$ cat src/pkg/gpp_pkg.sv
// Shared constants for the general-purpose pin block
package gpp_pkg;
  // ----------------------------------------
  // Pin layout
  // ----------------------------------------
  localparam int NPORT = 3;
  localparam int NPIN = 35;
  localparam int PORT_SPAN = 16;
  localparam int LAST_W = 3;
  localparam int ALT_CNT = 3;
  localparam int SEL_W = 2;
  localparam logic [SEL_W-1:0] SEL_GPIO = 2'h0;

  // ----------------------------------------
  // Address layout
  // ----------------------------------------
  localparam int ADDR_W = 8;
  localparam int PSEL_LSB = 6;
  localparam logic [5:0] OFF_DATA = 6'h00;
  localparam logic [5:0] OFF_CLR = 6'h04;
  localparam logic [5:0] OFF_SET = 6'h08;
  localparam logic [5:0] OFF_TOG = 6'h0C;
  localparam logic [5:0] OFF_MASK = 6'h10;
  localparam logic [5:0] OFF_MASK_CLR = 6'h14;
  localparam logic [5:0] OFF_MASK_SET = 6'h18;
  localparam logic [5:0] OFF_DIR = 6'h1C;
  localparam logic [5:0] OFF_EDGE = 6'h20;
  localparam logic [5:0] OFF_BOTH = 6'h24;
  localparam logic [5:0] OFF_INEN = 6'h28;
  localparam logic [5:0] OFF_MUX = 6'h2C;
  localparam logic [5:0] OFF_STAT = 6'h30;
  localparam logic [5:0] OFF_FLAG = 6'h34;
  localparam logic [5:0] OFF_SWINT = 6'h38;

  // ----------------------------------------
  // Reset values
  // ----------------------------------------
  localparam logic [15:0] RST_ZERO = 16'h0000;
  localparam logic [31:0] RST_MUX = 32'h0000_0000;
endpackage

$ cat src/verilog/gpp_sync.sv
// Two-flop synchroniser for asynchronous pin inputs
module gpp_sync #(
  parameter int W = 35
)
(
  input wire logic i_clk_sys,
  input wire logic i_rst,
  input wire logic i_ce,
  input wire logic [W-1:0] i_async,
  output logic [W-1:0] o_sync
);
  logic [W-1:0] meta;

  // First stage feeds only the second stage
  always_ff @(posedge i_clk_sys or posedge i_rst)
  begin
    if (i_rst)
    begin
      meta <= '0;
      o_sync <= '0;
    end
    else if (i_ce)
    begin
      meta <= i_async;
      o_sync <= meta;
    end
  end
endmodule

$ cat src/verilog/gpp_port.sv
// Register bank and interrupt flags of one pin port
module gpp_port #(
  parameter int W = 16
)
(
  input wire logic i_clk_sys,
  input wire logic i_rst,
  input wire logic i_ce,
  input wire logic i_we,
  input wire logic [5:0] i_off,
  input wire logic [W-1:0] i_wdata,
  input wire logic [2*W-1:0] i_wmux,
  input wire logic [W-1:0] i_rclr,
  input wire logic [W-1:0] i_sense,
  output logic [W-1:0] o_data,
  output logic [W-1:0] o_dir,
  output logic [W-1:0] o_inen,
  output logic [W-1:0] o_mask,
  output logic [W-1:0] o_edge,
  output logic [W-1:0] o_both,
  output logic [W-1:0] o_level,
  output logic [W-1:0] o_flag,
  output logic [2*W-1:0] o_mux
);
  logic [W-1:0] seen;
  logic [W-1:0] hw_evt;
  logic [W-1:0] sw_evt;

  // Disabled input buffers read as low
  assign seen = i_sense & o_inen;
  // Edge, both-edge or high-level events on input pins only
  assign hw_evt = ~o_dir & ((o_edge & ((seen & ~o_level) | (o_both & ~seen & o_level)))
    | (~o_edge & seen));
  // Software trigger reaches output pins only
  assign sw_evt = (i_we && i_off == gpp_pkg::OFF_SWINT) ? (i_wdata & o_dir) : '0;

  // Previous synchronised sample for edge compare
  always_ff @(posedge i_clk_sys or posedge i_rst)
  begin
    if (i_rst)
      o_level <= '0;
    else if (i_ce)
      o_level <= seen;
  end

  // Output levels: set, clear, toggle, direct value
  always_ff @(posedge i_clk_sys or posedge i_rst)
  begin
    if (i_rst)
      o_data <= gpp_pkg::RST_ZERO[W-1:0];
    else if (i_ce && i_we)
    begin
      unique case (i_off)
        gpp_pkg::OFF_SET: o_data <= o_data | i_wdata;
        gpp_pkg::OFF_CLR: o_data <= o_data & ~i_wdata;
        gpp_pkg::OFF_TOG: o_data <= o_data ^ i_wdata;
        gpp_pkg::OFF_DATA: o_data <= i_wdata;
        default: o_data <= o_data;
      endcase
    end
  end

  // Interrupt enables through set and clear writes
  always_ff @(posedge i_clk_sys or posedge i_rst)
  begin
    if (i_rst)
      o_mask <= gpp_pkg::RST_ZERO[W-1:0];
    else if (i_ce && i_we && i_off == gpp_pkg::OFF_MASK_SET)
      o_mask <= o_mask | i_wdata;
    else if (i_ce && i_we && i_off == gpp_pkg::OFF_MASK_CLR)
      o_mask <= o_mask & ~i_wdata;
  end

  // Plain configuration registers, all off at reset
  always_ff @(posedge i_clk_sys or posedge i_rst)
  begin
    if (i_rst)
    begin
      o_dir <= gpp_pkg::RST_ZERO[W-1:0];
      o_inen <= gpp_pkg::RST_ZERO[W-1:0];
      o_edge <= gpp_pkg::RST_ZERO[W-1:0];
      o_both <= gpp_pkg::RST_ZERO[W-1:0];
      o_mux <= gpp_pkg::RST_MUX[2*W-1:0];
    end
    else if (i_ce && i_we)
    begin
      if (i_off == gpp_pkg::OFF_DIR)
        o_dir <= i_wdata;
      if (i_off == gpp_pkg::OFF_INEN)
        o_inen <= i_wdata;
      if (i_off == gpp_pkg::OFF_EDGE)
        o_edge <= i_wdata;
      if (i_off == gpp_pkg::OFF_BOTH)
        o_both <= i_wdata;
      if (i_off == gpp_pkg::OFF_MUX)
        o_mux <= i_wmux;
    end
  end

  // Sticky flags: a new event wins over the read clear
  always_ff @(posedge i_clk_sys or posedge i_rst)
  begin
    if (i_rst)
      o_flag <= '0;
    else if (i_ce)
      o_flag <= (o_flag & ~i_rclr) | hw_evt | sw_evt;
  end
endmodule

$ cat src/verilog/gpp_top.sv
// General-purpose pin block with APB registers and pin interrupts
//
// What this block does
// - Thirty-five two-way pins in three ports
// - Every pin selects general-purpose function after reset
// - Output driver and input buffer off at reset; peripheral inputs bypass the input buffer
// - Direction register picks input or output per pin
// - Three write-one-to-modify pin value registers
// - Set register drives written-one pins high
// - Clear register drives written-one pins low
// - Toggle register inverts written-one pins
// - Value register loads output levels directly
// - Status read returns sensed pin levels
// - Mask-set write enables pin interrupts
// - Mask-clear write disables pin interrupts
// - Inputs interrupt by hardware, outputs by software
// - Sensitivity register picks level or edge
// - Edge-select picks rising or both edges
// - Each port muxes pins to peripheral signals
module gpp_top (
  input wire logic i_clk_sys,
  input wire logic i_rst,
  input wire logic i_ce,
  input wire logic i_psel,
  input wire logic i_penable,
  input wire logic i_pwrite,
  input wire logic [gpp_pkg::ADDR_W-1:0] i_paddr,
  input wire logic [31:0] i_pwdata,
  input wire logic [gpp_pkg::NPIN-1:0] i_pin_in,
  input wire logic [gpp_pkg::ALT_CNT*gpp_pkg::NPIN-1:0] i_alt_out,
  input wire logic [gpp_pkg::ALT_CNT*gpp_pkg::NPIN-1:0] i_alt_oe,
  output logic [31:0] o_prdata,
  output logic o_pready,
  output logic o_pslverr,
  output logic [gpp_pkg::NPIN-1:0] o_pin_out,
  output logic [gpp_pkg::NPIN-1:0] o_pin_oe,
  output logic [gpp_pkg::NPIN-1:0] o_alt_in,
  output logic o_irq
);
  localparam int SPAN = gpp_pkg::PORT_SPAN;

  // ----------------------------------------
  // Pin synchronisers and per-port banks
  // ----------------------------------------
  logic [gpp_pkg::NPIN-1:0] sense;
  logic [SPAN-1:0] p_data [gpp_pkg::NPORT];
  logic [SPAN-1:0] p_dir [gpp_pkg::NPORT];
  logic [SPAN-1:0] p_inen [gpp_pkg::NPORT];
  logic [SPAN-1:0] p_mask [gpp_pkg::NPORT];
  logic [SPAN-1:0] p_edge [gpp_pkg::NPORT];
  logic [SPAN-1:0] p_both [gpp_pkg::NPORT];
  logic [SPAN-1:0] p_level [gpp_pkg::NPORT];
  logic [SPAN-1:0] p_flag [gpp_pkg::NPORT];
  logic [2*SPAN-1:0] p_mux [gpp_pkg::NPORT];
  logic [SPAN-1:0] p_rclr [gpp_pkg::NPORT];
  logic [gpp_pkg::NPORT-1:0] p_hit;
  logic [gpp_pkg::NPORT-1:0] p_irq;
  logic [gpp_pkg::NPIN-1:0] pin_data;
  logic [gpp_pkg::NPIN-1:0] pin_dir;
  logic [gpp_pkg::NPIN-1:0] pin_inen;
  logic [gpp_pkg::NPIN*gpp_pkg::SEL_W-1:0] pin_sel;
  logic [1:0] port_idx;
  logic [5:0] off;
  logic acc;
  logic wr_acc;
  logic [31:0] next_rdata;
  logic next_err;
  logic [gpp_pkg::NPIN-1:0] next_pin_out;
  logic [gpp_pkg::NPIN-1:0] next_pin_oe;

  // Every pin passes two flops before any logic
  gpp_sync #(
    .W(gpp_pkg::NPIN)
  )
  u_sync (
    .i_clk_sys(i_clk_sys),
    .i_rst(i_rst),
    .i_ce(i_ce),
    .i_async(i_pin_in),
    .o_sync(sense)
  );

  // APB request decode
  assign port_idx = i_paddr[gpp_pkg::ADDR_W-1:gpp_pkg::PSEL_LSB];
  assign off = i_paddr[gpp_pkg::PSEL_LSB-1:0];
  assign acc = i_psel & i_penable & o_pready;
  assign wr_acc = acc & i_pwrite & ~o_pslverr;

  // Three independent port banks
  generate
    for (genvar p = 0; p < gpp_pkg::NPORT; p++)
    begin : g_port
      localparam int W = (p == gpp_pkg::NPORT - 1) ? gpp_pkg::LAST_W : SPAN;
      localparam int B = p * SPAN;
      logic [W-1:0] data_w;
      logic [W-1:0] dir_w;
      logic [W-1:0] inen_w;
      logic [W-1:0] mask_w;
      logic [W-1:0] edge_w;
      logic [W-1:0] both_w;
      logic [W-1:0] level_w;
      logic [W-1:0] flag_w;
      logic [2*W-1:0] mux_w;

      assign p_hit[p] = (port_idx == 2'(p));

      // Read clear returns only the bits already handed to software
      assign p_rclr[p] = (acc && !i_pwrite && p_hit[p] && off == gpp_pkg::OFF_FLAG)
        ? o_prdata[SPAN-1:0] : '0;

      gpp_port #(
        .W(W)
      )
      u_port (
        .i_clk_sys(i_clk_sys),
        .i_rst(i_rst),
        .i_ce(i_ce),
        .i_we(wr_acc & p_hit[p]),
        .i_off(off),
        .i_wdata(i_pwdata[W-1:0]),
        .i_wmux(i_pwdata[2*W-1:0]),
        .i_rclr(p_rclr[p][W-1:0]),
        .i_sense(sense[B+W-1:B]),
        .o_data(data_w),
        .o_dir(dir_w),
        .o_inen(inen_w),
        .o_mask(mask_w),
        .o_edge(edge_w),
        .o_both(both_w),
        .o_level(level_w),
        .o_flag(flag_w),
        .o_mux(mux_w)
      );

      // Widen narrow port views to the common span
      assign p_data[p] = SPAN'(data_w);
      assign p_dir[p] = SPAN'(dir_w);
      assign p_inen[p] = SPAN'(inen_w);
      assign p_mask[p] = SPAN'(mask_w);
      assign p_edge[p] = SPAN'(edge_w);
      assign p_both[p] = SPAN'(both_w);
      assign p_level[p] = SPAN'(level_w);
      assign p_flag[p] = SPAN'(flag_w);
      assign p_mux[p] = (2 * SPAN)'(mux_w);
      assign p_irq[p] = |(flag_w & mask_w);

      // Flat per-pin views for the pin multiplexer
      assign pin_data[B+W-1:B] = data_w;
      assign pin_dir[B+W-1:B] = dir_w;
      assign pin_inen[B+W-1:B] = inen_w;
      assign pin_sel[2*(B+W)-1:2*B] = mux_w;
    end
  endgenerate

  // ----------------------------------------
  // Pin function multiplexer
  // ----------------------------------------
  generate
    for (genvar i = 0; i < gpp_pkg::NPIN; i++)
    begin : g_pin
      logic [gpp_pkg::SEL_W-1:0] sel;
      logic [gpp_pkg::ALT_CNT-1:0] aout;
      logic [gpp_pkg::ALT_CNT-1:0] aoe;

      assign sel = pin_sel[gpp_pkg::SEL_W*i+:gpp_pkg::SEL_W];
      for (genvar a = 0; a < gpp_pkg::ALT_CNT; a++)
      begin : g_alt
        assign aout[a] = i_alt_out[a*gpp_pkg::NPIN+i];
        assign aoe[a] = i_alt_oe[a*gpp_pkg::NPIN+i];
      end

      // Code zero is the pin's own function, others a peripheral
      always_comb
      begin
        if (sel == gpp_pkg::SEL_GPIO)
        begin
          next_pin_out[i] = pin_data[i];
          next_pin_oe[i] = pin_dir[i];
        end
        else
        begin
          next_pin_out[i] = aout[sel-1'b1];
          next_pin_oe[i] = aoe[sel-1'b1];
        end
      end
    end
  endgenerate

  // Registered pin drive and peripheral input view
  always_ff @(posedge i_clk_sys or posedge i_rst)
  begin
    if (i_rst)
    begin
      o_pin_out <= '0;
      o_pin_oe <= '0;
      o_alt_in <= '0;
    end
    else if (i_ce)
    begin
      o_pin_out <= next_pin_out;
      o_pin_oe <= next_pin_oe;
      o_alt_in <= sense;
    end
  end

  // ----------------------------------------
  // APB slave
  // ----------------------------------------
  // Read data select and unmapped-address detection
  always_comb
  begin
    next_rdata = 32'h0000_0000;
    next_err = 1'b0;
    if (port_idx >= 2'(gpp_pkg::NPORT))
      next_err = 1'b1;
    else
    begin
      unique case (off)
        gpp_pkg::OFF_DATA: next_rdata = 32'(p_data[port_idx]);
        gpp_pkg::OFF_DIR: next_rdata = 32'(p_dir[port_idx]);
        gpp_pkg::OFF_MASK: next_rdata = 32'(p_mask[port_idx]);
        gpp_pkg::OFF_EDGE: next_rdata = 32'(p_edge[port_idx]);
        gpp_pkg::OFF_BOTH: next_rdata = 32'(p_both[port_idx]);
        gpp_pkg::OFF_INEN: next_rdata = 32'(p_inen[port_idx]);
        gpp_pkg::OFF_MUX: next_rdata = p_mux[port_idx];
        gpp_pkg::OFF_STAT: next_rdata = 32'(p_level[port_idx]);
        gpp_pkg::OFF_FLAG: next_rdata = 32'(p_flag[port_idx]);
        gpp_pkg::OFF_CLR, gpp_pkg::OFF_SET, gpp_pkg::OFF_TOG,
        gpp_pkg::OFF_MASK_CLR, gpp_pkg::OFF_MASK_SET, gpp_pkg::OFF_SWINT: next_rdata = 32'h0000_0000;
        default: next_err = 1'b1;
      endcase
    end
  end

  // One wait state: ready rises one cycle into the access phase
  always_ff @(posedge i_clk_sys or posedge i_rst)
  begin
    if (i_rst)
    begin
      o_pready <= 1'b0;
      o_prdata <= 32'h0000_0000;
      o_pslverr <= 1'b0;
    end
    else if (i_ce)
    begin
      o_pready <= i_psel & i_penable & ~o_pready;
      if (i_psel && i_penable && !o_pready)
      begin
        o_prdata <= i_pwrite ? 32'h0000_0000 : next_rdata;
        o_pslverr <= next_err;
      end
      else if (acc)
      begin
        o_prdata <= 32'h0000_0000;
        o_pslverr <= 1'b0;
      end
    end
  end

  // ----------------------------------------
  // Interrupt output
  // ----------------------------------------
  // High while any enabled flag is pending
  always_ff @(posedge i_clk_sys or posedge i_rst)
  begin
    if (i_rst)
      o_irq <= 1'b0;
    else if (i_ce)
      o_irq <= |p_irq;
  end

  // ----------------------------------------
  // Assertions
  // ----------------------------------------
  logic wr0;
  assign wr0 = i_ce && wr_acc && p_hit[0];

  set_write_a: assert property (@(posedge i_clk_sys) disable iff (i_rst)
    wr0 && off == gpp_pkg::OFF_SET |=> (p_data[0] & $past(i_pwdata[15:0])) == $past(i_pwdata[15:0]))
    else $error("set write left a pin low");
  clr_write_a: assert property (@(posedge i_clk_sys) disable iff (i_rst)
    wr0 && off == gpp_pkg::OFF_CLR |=> (p_data[0] & $past(i_pwdata[15:0])) == 16'h0000
      && (p_data[0] & ~$past(i_pwdata[15:0])) == ($past(p_data[0]) & ~$past(i_pwdata[15:0])))
    else $error("clear write wrong");
  tog_write_a: assert property (@(posedge i_clk_sys) disable iff (i_rst)
    wr0 && off == gpp_pkg::OFF_TOG |=> p_data[0] == ($past(p_data[0]) ^ $past(i_pwdata[15:0])))
    else $error("toggle write wrong");
  val_write_a: assert property (@(posedge i_clk_sys) disable iff (i_rst)
    wr0 && off == gpp_pkg::OFF_DATA |=> p_data[0] == $past(i_pwdata[15:0]))
    else $error("value write not loaded");
  mask_set_a: assert property (@(posedge i_clk_sys) disable iff (i_rst)
    wr0 && off == gpp_pkg::OFF_MASK_SET |=> p_mask[0] == ($past(p_mask[0]) | $past(i_pwdata[15:0])))
    else $error("mask set wrong");
  mask_clr_a: assert property (@(posedge i_clk_sys) disable iff (i_rst)
    wr0 && off == gpp_pkg::OFF_MASK_CLR |=> p_mask[0] == ($past(p_mask[0]) & ~$past(i_pwdata[15:0])))
    else $error("mask clear wrong");
  dir_drive_a: assert property (@(posedge i_clk_sys) disable iff (i_rst)
    i_ce && pin_sel[1:0] == gpp_pkg::SEL_GPIO |=> o_pin_oe[0] == $past(pin_dir[0]))
    else $error("pin drive does not follow direction");
  alt_route_a: assert property (@(posedge i_clk_sys) disable iff (i_rst)
    i_ce && pin_sel[1:0] == 2'h1 |=> o_pin_out[0] == $past(i_alt_out[0]))
    else $error("peripheral not routed to pin");
  rise_flag_a: assert property (@(posedge i_clk_sys) disable iff (i_rst)
    i_ce && !p_dir[1][1] && p_edge[1][1] && p_inen[1][1] && sense[17] && !p_level[1][1]
      |=> p_flag[1][1])
    else $error("rising edge lost");
  fall_only_a: assert property (@(posedge i_clk_sys) disable iff (i_rst)
    i_ce && !p_dir[1][1] && p_edge[1][1] && !p_both[1][1] && !p_flag[1][1]
      && !(p_inen[1][1] && sense[17] && !p_level[1][1])
      |=> !p_flag[1][1])
    else $error("flag set without a rising edge");
  level_flag_a: assert property (@(posedge i_clk_sys) disable iff (i_rst)
    i_ce && !p_dir[1][2] && !p_edge[1][2] && p_inen[1][2] && sense[18] |=> p_flag[1][2])
    else $error("level high not flagged");
  out_quiet_a: assert property (@(posedge i_clk_sys) disable iff (i_rst)
    i_ce && p_dir[0][0] && !p_flag[0][0] && !(wr0 && off == gpp_pkg::OFF_SWINT) |=> !p_flag[0][0])
    else $error("output pin raised a hardware flag");
  stat_read_a: assert property (@(posedge i_clk_sys) disable iff (i_rst)
    i_ce && i_psel && i_penable && !o_pready && !i_pwrite && p_hit[0] && off == gpp_pkg::OFF_STAT
      |=> o_pready && o_prdata[15:0] == $past(p_level[0]))
    else $error("status read wrong");
  sync_path_a: assert property (@(posedge i_clk_sys) disable iff (i_rst)
    i_ce [*3] |-> sense == $past(i_pin_in, 2))
    else $error("pin sample not two cycles late");
  mux_write_a: assert property (@(posedge i_clk_sys) disable iff (i_rst)
    wr0 && off == gpp_pkg::OFF_MUX |=> p_mux[0] == $past(i_pwdata))
    else $error("pin function select not loaded");
  ready_pulse_a: assert property (@(posedge i_clk_sys) disable iff (i_rst)
    i_ce && o_pready |=> !o_pready)
    else $error("ready held longer than one cycle");
  rdata_idle_a: assert property (@(posedge i_clk_sys) disable iff (i_rst)
    i_ce && !o_pready |=> o_pready || o_prdata == 32'h0000_0000)
    else $error("read data not zero outside an answer");
  bad_port_a: assert property (@(posedge i_clk_sys) disable iff (i_rst)
    i_ce && i_psel && i_penable && !o_pready && port_idx == 2'h3 |=> o_pready && o_pslverr)
    else $error("absent port not refused");
  irq_follow_a: assert property (@(posedge i_clk_sys) disable iff (i_rst)
    i_ce |=> o_irq == $past(|p_irq))
    else $error("interrupt line does not follow enabled flags");

  access_done_c: cover property (@(posedge i_clk_sys) disable iff (i_rst) acc && !o_pslverr);
  irq_rise_c: cover property (@(posedge i_clk_sys) disable iff (i_rst) $rose(o_irq));
  bad_addr_c: cover property (@(posedge i_clk_sys) disable iff (i_rst) acc && o_pslverr);
  alt_pin_c: cover property (@(posedge i_clk_sys) disable iff (i_rst) pin_sel[1:0] != gpp_pkg::SEL_GPIO);
endmodule

$ cat config.mk
export PLATFORM = sky130hd
export DESIGN_NAME = gpp_top
export DESIGN_NICKNAME = d
export VERILOG_FILES = /design/src/pkg/gpp_pkg.sv /design/src/verilog/gpp_sync.sv /design/src/verilog/gpp_port.sv /design/src/verilog/gpp_top.sv
export SDC_FILE = /design/constraint.sdc
export NUM_CORES = 1
export LEC_CHECK = 0
export BUFFER_PORTS_ARGS = -buffer_cell sky130_fd_sc_hd__buf_2
export CELL_PAD_IN_SITES_DETAIL_PLACEMENT = 0
export CELL_PAD_IN_SITES_GLOBAL_PLACEMENT = 1
export CORE_MARGIN = 3
export CORE_UTILIZATION = 49
export DETAILED_ROUTE_END_ITERATION = 10
export PLACE_DENSITY_LB_ADDON = 0.1
export RECOVER_POWER = 50
export SLEW_MARGIN = 10
export SYNTH_ARGS = -nofsm -noshare
export SYNTH_HDL_FRONTEND = slang
export SYNTH_SLANG_ARGS = --single-unit
$ cat constraint.sdc
create_clock -name i_clk_sys -period 34.2 [get_ports i_clk_sys]
set_input_delay 6.84 -clock i_clk_sys [delete_from_list [all_inputs] [get_ports i_clk_sys]]
set_output_delay 6.84 -clock i_clk_sys [all_outputs]
set_load 0.01 [all_outputs]
Yosys cells after proc, flatten, opt, wreduce, memory -nomap -nowiden --
Cells that the tools add are included.
Word-level totals: input port bits 291, word-level logic and storage cells 556, output and inout port bits 140, register bits after elaboration 560
Cells by class: add/subtract/negate cells 35, reduce and logical (&&, ||, !) cells 86, order comparisons 37, equal/unequal tests 16, bitwise operators 85, multiplexer cells 261
Operator list (number):
- bitwise AND 16 bit | 24
- 2-to-1 mux 16 bit | 24
- one-hot mux 32 bit (9 select lines) | 1
- binary-select mux 16 bit (select 2 bit) | 8
- 2-to-1 mux 32 bit | 6
- OR 16 bit | 12
- inverter 16 bit | 11
- 2-to-1 mux 1 bit | 144
- binary-select mux 1 bit (select 2 bit) | 70
- one-hot mux 16 bit (4 select lines) | 2
- less-than comparator 2 x 3 -> 1 bit (second input constant) | 35
- zero test 2 bit | 36
- subtractor 2 x 1 -> 2 bit (second input constant) | 35
- binary-select mux 32 bit (select 2 bit) | 1
- equality test 6 bit (second input constant) | 7
- AND reduction 2 bit | 19
- bitwise AND 3 bit | 12
- OR reduction 35 bit | 1
- XOR 16 bit | 2
- equality test 6 x 5 -> 1 bit (second input constant) | 4
- logical AND 1 bit | 21
- inverter 3 bit | 6
- OR 3 bit | 6
- OR reduction 15 bit | 1
- 16 further kinds | 32

Longest topological paths before layout --
Gate-level depths: netlist (run 1).
word-level depth 10, depth in mapped cells 9

Hierarchy --
A second synthesis (run 1) with hierarchy kept.
Second synthesis, totals: cells, all modules 2838, area, all modules 31919.4 sq um
By module, submodules not included:
- gpp_port at g_port[0].u_port ... | times used 2, cells each 641, area an instance 7917.6 sq um, sequential area each 4003.8 sq um
- gpp_top | times used 1, cells each 1257, area an instance 11481.0 sq um, sequential area each 3503.4 sq um
- gpp_sync | times used 1, cells each 149, area an instance 2957.8 sq um, sequential area each 1751.7 sq um
- gpp_port at g_port[2].u_port | times used 1, cells each 150, area an instance 1645.3 sq um, sequential area each 750.7 sq um

Least setup slack after synthesis (run 1) --
No wires, ideal clock.
path kind in2reg, from in i_paddr[6] in the netlist's numbering, to reg o_prdata[3], stages on the path 7, library setup time 0.129 ns, arrival 8.466 ns, slack 25.605 ns, buffers on the path 3, data required time 34.071 ns, cell sequence buf_2 -> buf_2 -> buf_2 -> mux2_2 -> a2111oi_0 -> nor4b_1 -> o21ai_0
Between the ends: cells in the longest elaborated chain, start to end 8
Ends and longest elaborated chain:
- start: declaration | RTL line gpp_top.sv:27 | input wire logic [gpp_pkg::ADDR_W-1:0] i_paddr,
- inverter 2 -> 3 bit (not written as such)
- binary-select mux 16 bit (select 2 bit) (tied with other cells) | RTL line gpp_top.sv:227 | gpp_pkg::OFF_FLAG: next_rdata = 32'(p_flag[port_idx]);
- 2-to-1 mux 16 bit (not written as such) (tied with other cells) (2 in a row) | RTL line gpp_top.sv:227
- one-hot mux 32 bit (9 select lines) | RTL line gpp_top.sv:218 | unique case (off)
- 2-to-1 mux 32 bit (*) | RTL line gpp_top.sv:214 | if (port_idx >= 2'(gpp_pkg::NPORT))
- 2-to-1 mux 32 bit (*) | RTL line gpp_top.sv:249 | o_prdata <= i_pwrite ? 32'h0000_0000 : next_rdata;
- 2-to-1 mux 32 bit (*) | RTL line gpp_top.sv:247 | if (i_psel && i_penable && !o_pready)
- end signal: assignment | RTL line gpp_top.sv:249
- end: declaration | RTL line gpp_top.sv:32 | output logic [31:0] o_prdata,
Every way passes the cells marked *; elsewhere a longest branch is shown, timed or not. The select of a mux whose other input is x is not followed. A chain may end at the register's enable or synchronous reset.

Worst setup path after layout (run 1) --
from in i_ce, to reg o_prdata[29]
Between the ends: cells in the longest elaborated chain, start to end 1
Ends and longest elaborated chain:
- start: declaration | RTL line gpp_top.sv:23 | input wire logic i_ce,
- AND reduction 2 bit (no line)
No other way between the ends.

==> results.md, run 1 <==
- Warnings, synthesis: 0
- Post-detailed-placement half-perimeter wirelength: 72.3 mm
- Antenna-violating nets left: 0
- Routed vias: 24100
- Register bank with the most flops: g_port.u_port.o_mux
- Part of the Yosys area used for sequential elements: 0.470
- Minimum period implied by the final worst setup slack: 15.21 ns
- Maximum clock frequency: 65.8 MHz
- Number of global-route vias before repair: 24400
- Worst-case hold path end point: g_port[0].u_port.o_mux[9]
- Number of max-cap violations: 9
- Bufs on Longest Clock Path: 3
- Number of synthesized flops with an enable pin: 0
- Least-Margin Pin Slew: 5.97 ns
- Worst ir drop on vdd: 0.0389 mV
- Critical Path, Cell by Cell: clkbuf_1 > nand3_2 > or4_4 > a311oi_4 > nand2_2 > o21ai_0
- Row count: 89
- Async set-or-reset flop fraction in the synthesized netlist: 1.00
- Clock sink count: 560
- Placer Congestion: 0.957
- Largest net degree at the start of global routing: 121
- Post-CTS setup-driven buffer insertion count: 0
- Clock transition at the registers of the reported paths: 0.06 ns
- FF-to-FF Start: o_pready
- Full die area: 63800 µm²
- Effective utilization at floorplan: 0.500
- Ratio of cells with drive above 1 in the final layout: 0.243
- First-pass GRT wire length: 150 mm
- Average via count per standard cell: 5.99
- Total core area: 59600 µm²
- Result of the run: finished, violations left
- Post-Route Hold Slack: 0.482 ns
- Headroom to the max-slew limit: -2.98
- Total gr overflow: 0
- DRT Wirelength: 99.6 mm
- Final period utilization: 0.445
- Pre-antenna DRT Iters: 6
- Buffer cell driving the clock tree root: sky130_fd_sc_hd__clkbuf_16
- Hold_sp: g_port[0].u_port.o_mux[9]
- Setup_tns: 0 ns
- Synth cell types: 61
- Input/output buffers: 430
- Crit path max-delay cell type: sky130_fd_sc_hd__clkbuf_1
- Number of setup violations in the final report: 0
- Starting DRT DRC Count: 2242
- Count of mapped cells out of synthesis: 2840
- Total routing usage reported by global routing: 0.308
- H-tree levels: 2
- Final design instance area without fill: 34400 µm²
- IO Count: 431
- Max reg flops: 70
- Most common library cell in the layout ignoring fill and taps: sky130_fd_sc_hd__dfrtp_1
- Final layout net count: 3600
- Top library cells by usage in the layout, fill and taps aside: sky130_fd_sc_hd__dfrtp_1, sky130_fd_sc_hd__nand2_1, sky130_fd_sc_hd__mux2_2
- CTS tree: yes
- Post-synthesis sequential element count: 560
- Worst-skew pair later-pin latency: 0.65 ns
- R2R cell count: 5
- Startpoint Class: input pin
- Post-detailed-placement cell area: 32500 µm²
- Primary FF master, synth: sky130_fd_sc_hd__dfrtp_1
- Cell area after technology mapping: 29800 µm²
- Required time at the worst-slack endpoint: 34.76 ns
- FF-to-FF setup slack: 30.76 ns
- Worst Path Arrival: 15.77 ns
- Final Hold Fails: 0
- Syn Area/Cell: 10.5 µm²
- Maximum clock skew at final layout: 0.0248 ns
- Critical Path Fanout Max: 120
- Static leakage power: 15.7 nW
- Hold depth: 2
- Post-synthesis net count: 3236
- Area added between synthesis and finish: 15.3%
- # resized after CTS: 0
- Number of antenna violations at the first check in global routing: 6
- Type of the worst setup path: in -> reg
- Power density over the cells: 44.4 nW/µm²
- Total CTS buffers: 61
- Maximum cell stage delay along the critical path: 4.11 ns
- Final Slew Violations: 779
- Quantity of hold-fixing buffers added after cts: 0
- Unrepaired setup endpoints after global routing: false
- Post-detailed-route DRC marker count: 0
- Chip width: 253 µm
- Pwr Total: 1.53 mW
- Critical path capture point type: flip-flop
- Violations in the final reports: max-capacitance violations, max-slew violations
- Vertical die dimension: 253 µm
- Routed wire length per instance: 24.7 µm
- Type of the worst min-delay path: reg -> reg
through the flow:
stage / utilization / cells / setup WS [ns]
6_report: 0.577 / 4032 / 18.99
3_5_place_dp: 0.545 / 3914 / 23.64
4_1_cts: 0.581 / 4027 / 24.31
2_1_floorplan: - / 2840 / 11.70
5_1_grt: 0.577 / 4027 / 18.21
3_3_place_gp: 0.545 / 3914 / 23.79
cell usage after synthesis (7+ instances only):
cell                        number  area (µm²)
sky130_fd_sc_hd__a221oi_1       13         114
sky130_fd_sc_hd__nand2b_1        9        56.3
sky130_fd_sc_hd__nor2_1         83         312
sky130_fd_sc_hd__a222oi_1       26         260
sky130_fd_sc_hd__a21o_1          9        67.6
sky130_fd_sc_hd__clkinv_1        7        26.3
sky130_fd_sc_hd__clkbuf_1       84         315
sky130_fd_sc_hd__nand2_1       387        1450
sky130_fd_sc_hd__nor3_1         38         190
sky130_fd_sc_hd__buf_1           7        26.3
sky130_fd_sc_hd__a22o_1         49         429
sky130_fd_sc_hd__a2bb2oi_1      10        87.6
sky130_fd_sc_hd__a22oi_1        18         135
sky130_fd_sc_hd__nand3_1        43         215
sky130_fd_sc_hd__buf_2          50         250
sky130_fd_sc_hd__o2bb2ai_1      10        87.6
sky130_fd_sc_hd__dfrtp_1       560       14000
sky130_fd_sc_hd__a31oi_1        73         457
sky130_fd_sc_hd__a21oi_1        72         360
sky130_fd_sc_hd__mux2_2        324        3650
sky130_fd_sc_hd__o21ai_1        35         175
sky130_fd_sc_hd__buf_4           7        52.6
sky130_fd_sc_hd__mux2_4         10         150
sky130_fd_sc_hd__inv_1         152         571
sky130_fd_sc_hd__mux2i_1       243        2430
sky130_fd_sc_hd__o21ai_0       222        1110
sky130_fd_sc_hd__o22ai_1        73         457
sky130_fd_sc_hd__ha_1          105        1310
sky130_fd_sc_hd__and3_1         34         213
power breakdown:
| part | switching, mW | internal, mW | leakage, nW |
|---|---|---|---|
| Combinational | 0.0735 | 0.0532 | 7.27 |
| Sequential | 0.0226 | 0.687 | 7.33 |
| Clock | 0.285 | 0.406 | 1.05 |
cell families (layout without fill, tap and decap cells):
kind of cell,count (synthesis),count (layout),share of synthesized area
simple gates,648,648,0.0976
flops,560,560,0.470
compound gates,635,635,0.134
mux,580,580,0.211
buf+inv,312,726,0.0435
other cells,0,5,0
fa+ha+maj,105,105,0.0441
per-layer routing:
layer	up-vias	wire length (µm)	track usage
met5	-	0	0
met4	0	4170	0.118
met3	188	6630	0.0467
met2	935	48900	0.525
met1	12100	39900	0.397
li1	11000	-	-
layout make-up:
cell class              count  area, µm²
fillers                  5239      25200
multi-input cells        1968      14500
flip-flops and latches    560      14000
repair buffers            454       2150
clock buffers              86       1810
well taps                 773        967
inverters                 159        598
clock inverters            27        298
diodes                      5       12.5
how the worst max path moves through the flow:
| stage | start | cells after the start | endpoint |
|---|---|---|---|
| 6_report | i_ce | 6 | o_prdata[29] |
| 4_1_cts | i_ce | 6 | o_prdata[29] |
| 3_5_place_dp | i_ce | 6 | o_prdata[29] |
| 3_3_place_gp | i_ce | 6 | o_prdata[30] |
| 5_1_grt | i_ce | 6 | o_prdata[30] |
| 2_1_floorplan | i_rst | 1 | asynchronous set/reset pin |
worst max-delay path, delay by kind of cell:
| kind | cells | cell delay, ns |
|---|---|---|
| and+or+nand+nor | 3 | 4.02 |
| AOI/OAI and AO/OA | 2 | 0.72 |
| buffers and inverters | 1 | 4.11 |
Power figures use the tool's default switching activity.
==> run 2: changes to the inputs <==
--- a/config.mk
+++ b/config.mk
@@ -9,7 +9,7 @@
 export CELL_PAD_IN_SITES_DETAIL_PLACEMENT = 0
 export CELL_PAD_IN_SITES_GLOBAL_PLACEMENT = 1
 export CORE_MARGIN = 3
-export CORE_UTILIZATION = 49
+export CORE_UTILIZATION = 46
 export DETAILED_ROUTE_END_ITERATION = 10
 export PLACE_DENSITY_LB_ADDON = 0.1
 export RECOVER_POWER = 50
==> constraint.sdc (replaced) <==
create_clock -name i_clk_sys -period 15.5 [get_ports i_clk_sys]
set_input_delay 3.1 -clock i_clk_sys [delete_from_list [all_inputs] [get_ports i_clk_sys]]
set_output_delay 3.1 -clock i_clk_sys [all_outputs]
set_load 0.01 [all_outputs]
==> results.md, run 2 (same netlist as run 1, synthesis figures left out) <==
- Result of the run: finished, violations left
- Violations in the final reports: design-rule violations, max-capacitance violations, max-slew violations
- Maximum clock skew at final layout: 0.0164 ns
- CTS tree: yes
- Critical path capture point type: flip-flop
- DRT Wirelength: 101 mm
- Number of max-cap violations: 7
- Non-filler cells, final: 4113
- Worst-case hold path end point: o_prdata[22]
- Bufs on Longest Clock Path: 3
- Most common library cell in the layout ignoring fill and taps: sky130_fd_sc_hd__dfrtp_1
- Register bank with the most flops: g_port.u_port.o_mux
- Max reg flops: 70
- Post-detailed-placement cell area: 32600 µm²
- Power density over the cells: 99.7 nW/µm²
- Final design instance area without fill: 34600 µm²
- Type of the worst setup path: in -> reg
- Row count: 92
- Total routing usage reported by global routing: 0.294
- Maximum cell stage delay along the critical path: 3.34 ns
- Chip width: 261 µm
- Crit path max-delay cell type: sky130_fd_sc_hd__clkbuf_1
- Clock transition at the registers of the reported paths: 0.06 ns
- Worst Path Arrival: 10.96 ns
- Number of global-route vias before repair: 24300
- Pre-antenna DRT Iters: 11
- Placer Congestion: 0.964
- Antenna-violating nets left: 0
- Effective utilization at floorplan: 0.469
- Vertical die dimension: 261 µm
- First-pass GRT wire length: 151 mm
- # resized after CTS: 0
- Worst-skew pair later-pin latency: 0.60 ns
- Number of setup violations in the final report: 0
- Ratio of cells with drive above 1 in the final layout: 0.242
- Total CTS buffers: 66
- H-tree levels: 3
- Startpoint Class: input pin
- Buffer cell driving the clock tree root: sky130_fd_sc_hd__clkbuf_16
- Setup_tns: 0 ns
- Sequential cell area: 14000 µm²
- Quantity of hold-fixing buffers added after cts: 0
- Final period utilization: 0.674
- FF-to-FF Start: o_pready
- Capture point of the worst reg-to-reg path: g_port[0].u_port.o_inen[10]
- Static leakage power: 15.7 nW
- Least-Margin Pin Slew: 4.88 ns
- Total gr overflow: 0
- Hold depth: 2
- Post-Route Hold Slack: 0.486 ns
- Total area of multi-input combinational cells: 14500 µm²
- Hold_sp: o_prdata[22]
- Routed wire length per instance: 24.7 µm
- Final layout net count: 3609
- Input/output buffers: 430
- Number of antenna violations at the first check in global routing: 6
- Average via count per standard cell: 5.89
- Final Hold Fails: 0
- Critical Path Fanout Max: 82
- Top library cells by usage in the layout, fill and taps aside: sky130_fd_sc_hd__dfrtp_1, sky130_fd_sc_hd__nand2_1, sky130_fd_sc_hd__mux2_2
- Number of cells in the design after placement: 3991
- Minimum period implied by the final worst setup slack: 10.45 ns
- Clock sink count: 560
- Total core area: 63500 µm²
- Final Slew Violations: 496
- Routed vias: 24200
- Worst slack at placement: 8.83 ns
- Pwr Total: 3.45 mW
- IO Count: 431
- Unrepaired setup endpoints after global routing: false
- Post-CTS setup-driven buffer insertion count: 0
- Required time at the worst-slack endpoint: 16.01 ns
- Headroom to the max-slew limit: -2.25
- Starting DRT DRC Count: 2216
- Post-layout worst setup margin: 5.05 ns
- Post-detailed-route DRC marker count: 2
- R2R cell count: 6
- Critical Path, Cell by Cell: clkbuf_1 > nand3_2 > or4_4 > a311oi_4 > nand2_2 > o21ai_0
- Worst ir drop on vdd: 0.0558 mV
- Largest net degree at the start of global routing: 138
- Core utilization of the finished layout: 0.545
- Full die area: 67900 µm²
- Post-detailed-placement half-perimeter wirelength: 73.7 mm
- Fill cells: 5728
- Area added between synthesis and finish: 16.2%
- Type of the worst min-delay path: reg -> reg
- Maximum clock frequency: 95.7 MHz
- FF-to-FF setup slack: 11.77 ns
## run 2: cell count changes in the layout (fill, tap and decap cells not counted), sizes merged
cell | before | now
inv | 152 | 151
clkinvlp | 3 | 2
diode | 5 | 3
bufinv | 5 | 4
buf | 312 | 311
clkbuf | 228 | 245
clkinv | 26 | 23
## run 2: report_power, final
part           internal (mW)  switching (mW)  leakage (nW)  total (mW)
Combinational          0.116           0.164          7.27       0.280
Clock                  0.972           0.636          1.12        1.61
Sequential              1.52          0.0499          7.33        1.57
Total                   2.60           0.850          15.7        3.45
## run 2: worst max-delay path, delay by kind of cell
family | cells | cell delay, ns
compound gates | 2 | 0.76
buf+inv | 1 | 3.34
simple gates | 3 | 3.68
## run 2: final cells by class
class	count	share of cell area
inverter	159	0.0173
timing repair buffer	458	0.0632
clock buffer	98	0.0585
clock inverter	21	0.00632
tap	846	0.0306
multi-input combinational	1968	0.419
antenna	3	0.000217
sequential	560	0.405
## run 2: worst max path at each step
stage | depth (start not counted) | slack, ns | startpoint | to
after global placement | 6 | 8.95 | i_ce | o_prdata[29]
after detailed placement | 6 | 8.83 | i_ce | o_prdata[27]
after CTS | 6 | 9.48 | i_ce | o_prdata[26]
final | 6 | 5.05 | i_ce | o_prdata[26]
after global routing | 6 | 4.77 | i_ce | o_prdata[26]
after floorplan | 1 | 4.78 | i_rst | asynchronous set/reset pin
## run 2: routing by layer
metal | wire, µm | track usage | up-vias
met1 | 40900 | 0.374 | 12200
li1 | - | - | 11000
met3 | 6520 | 0.0538 | 208
met2 | 49900 | 0.500 | 866
met4 | 4140 | 0.112 | 0
met5 | 0 | 0 | -
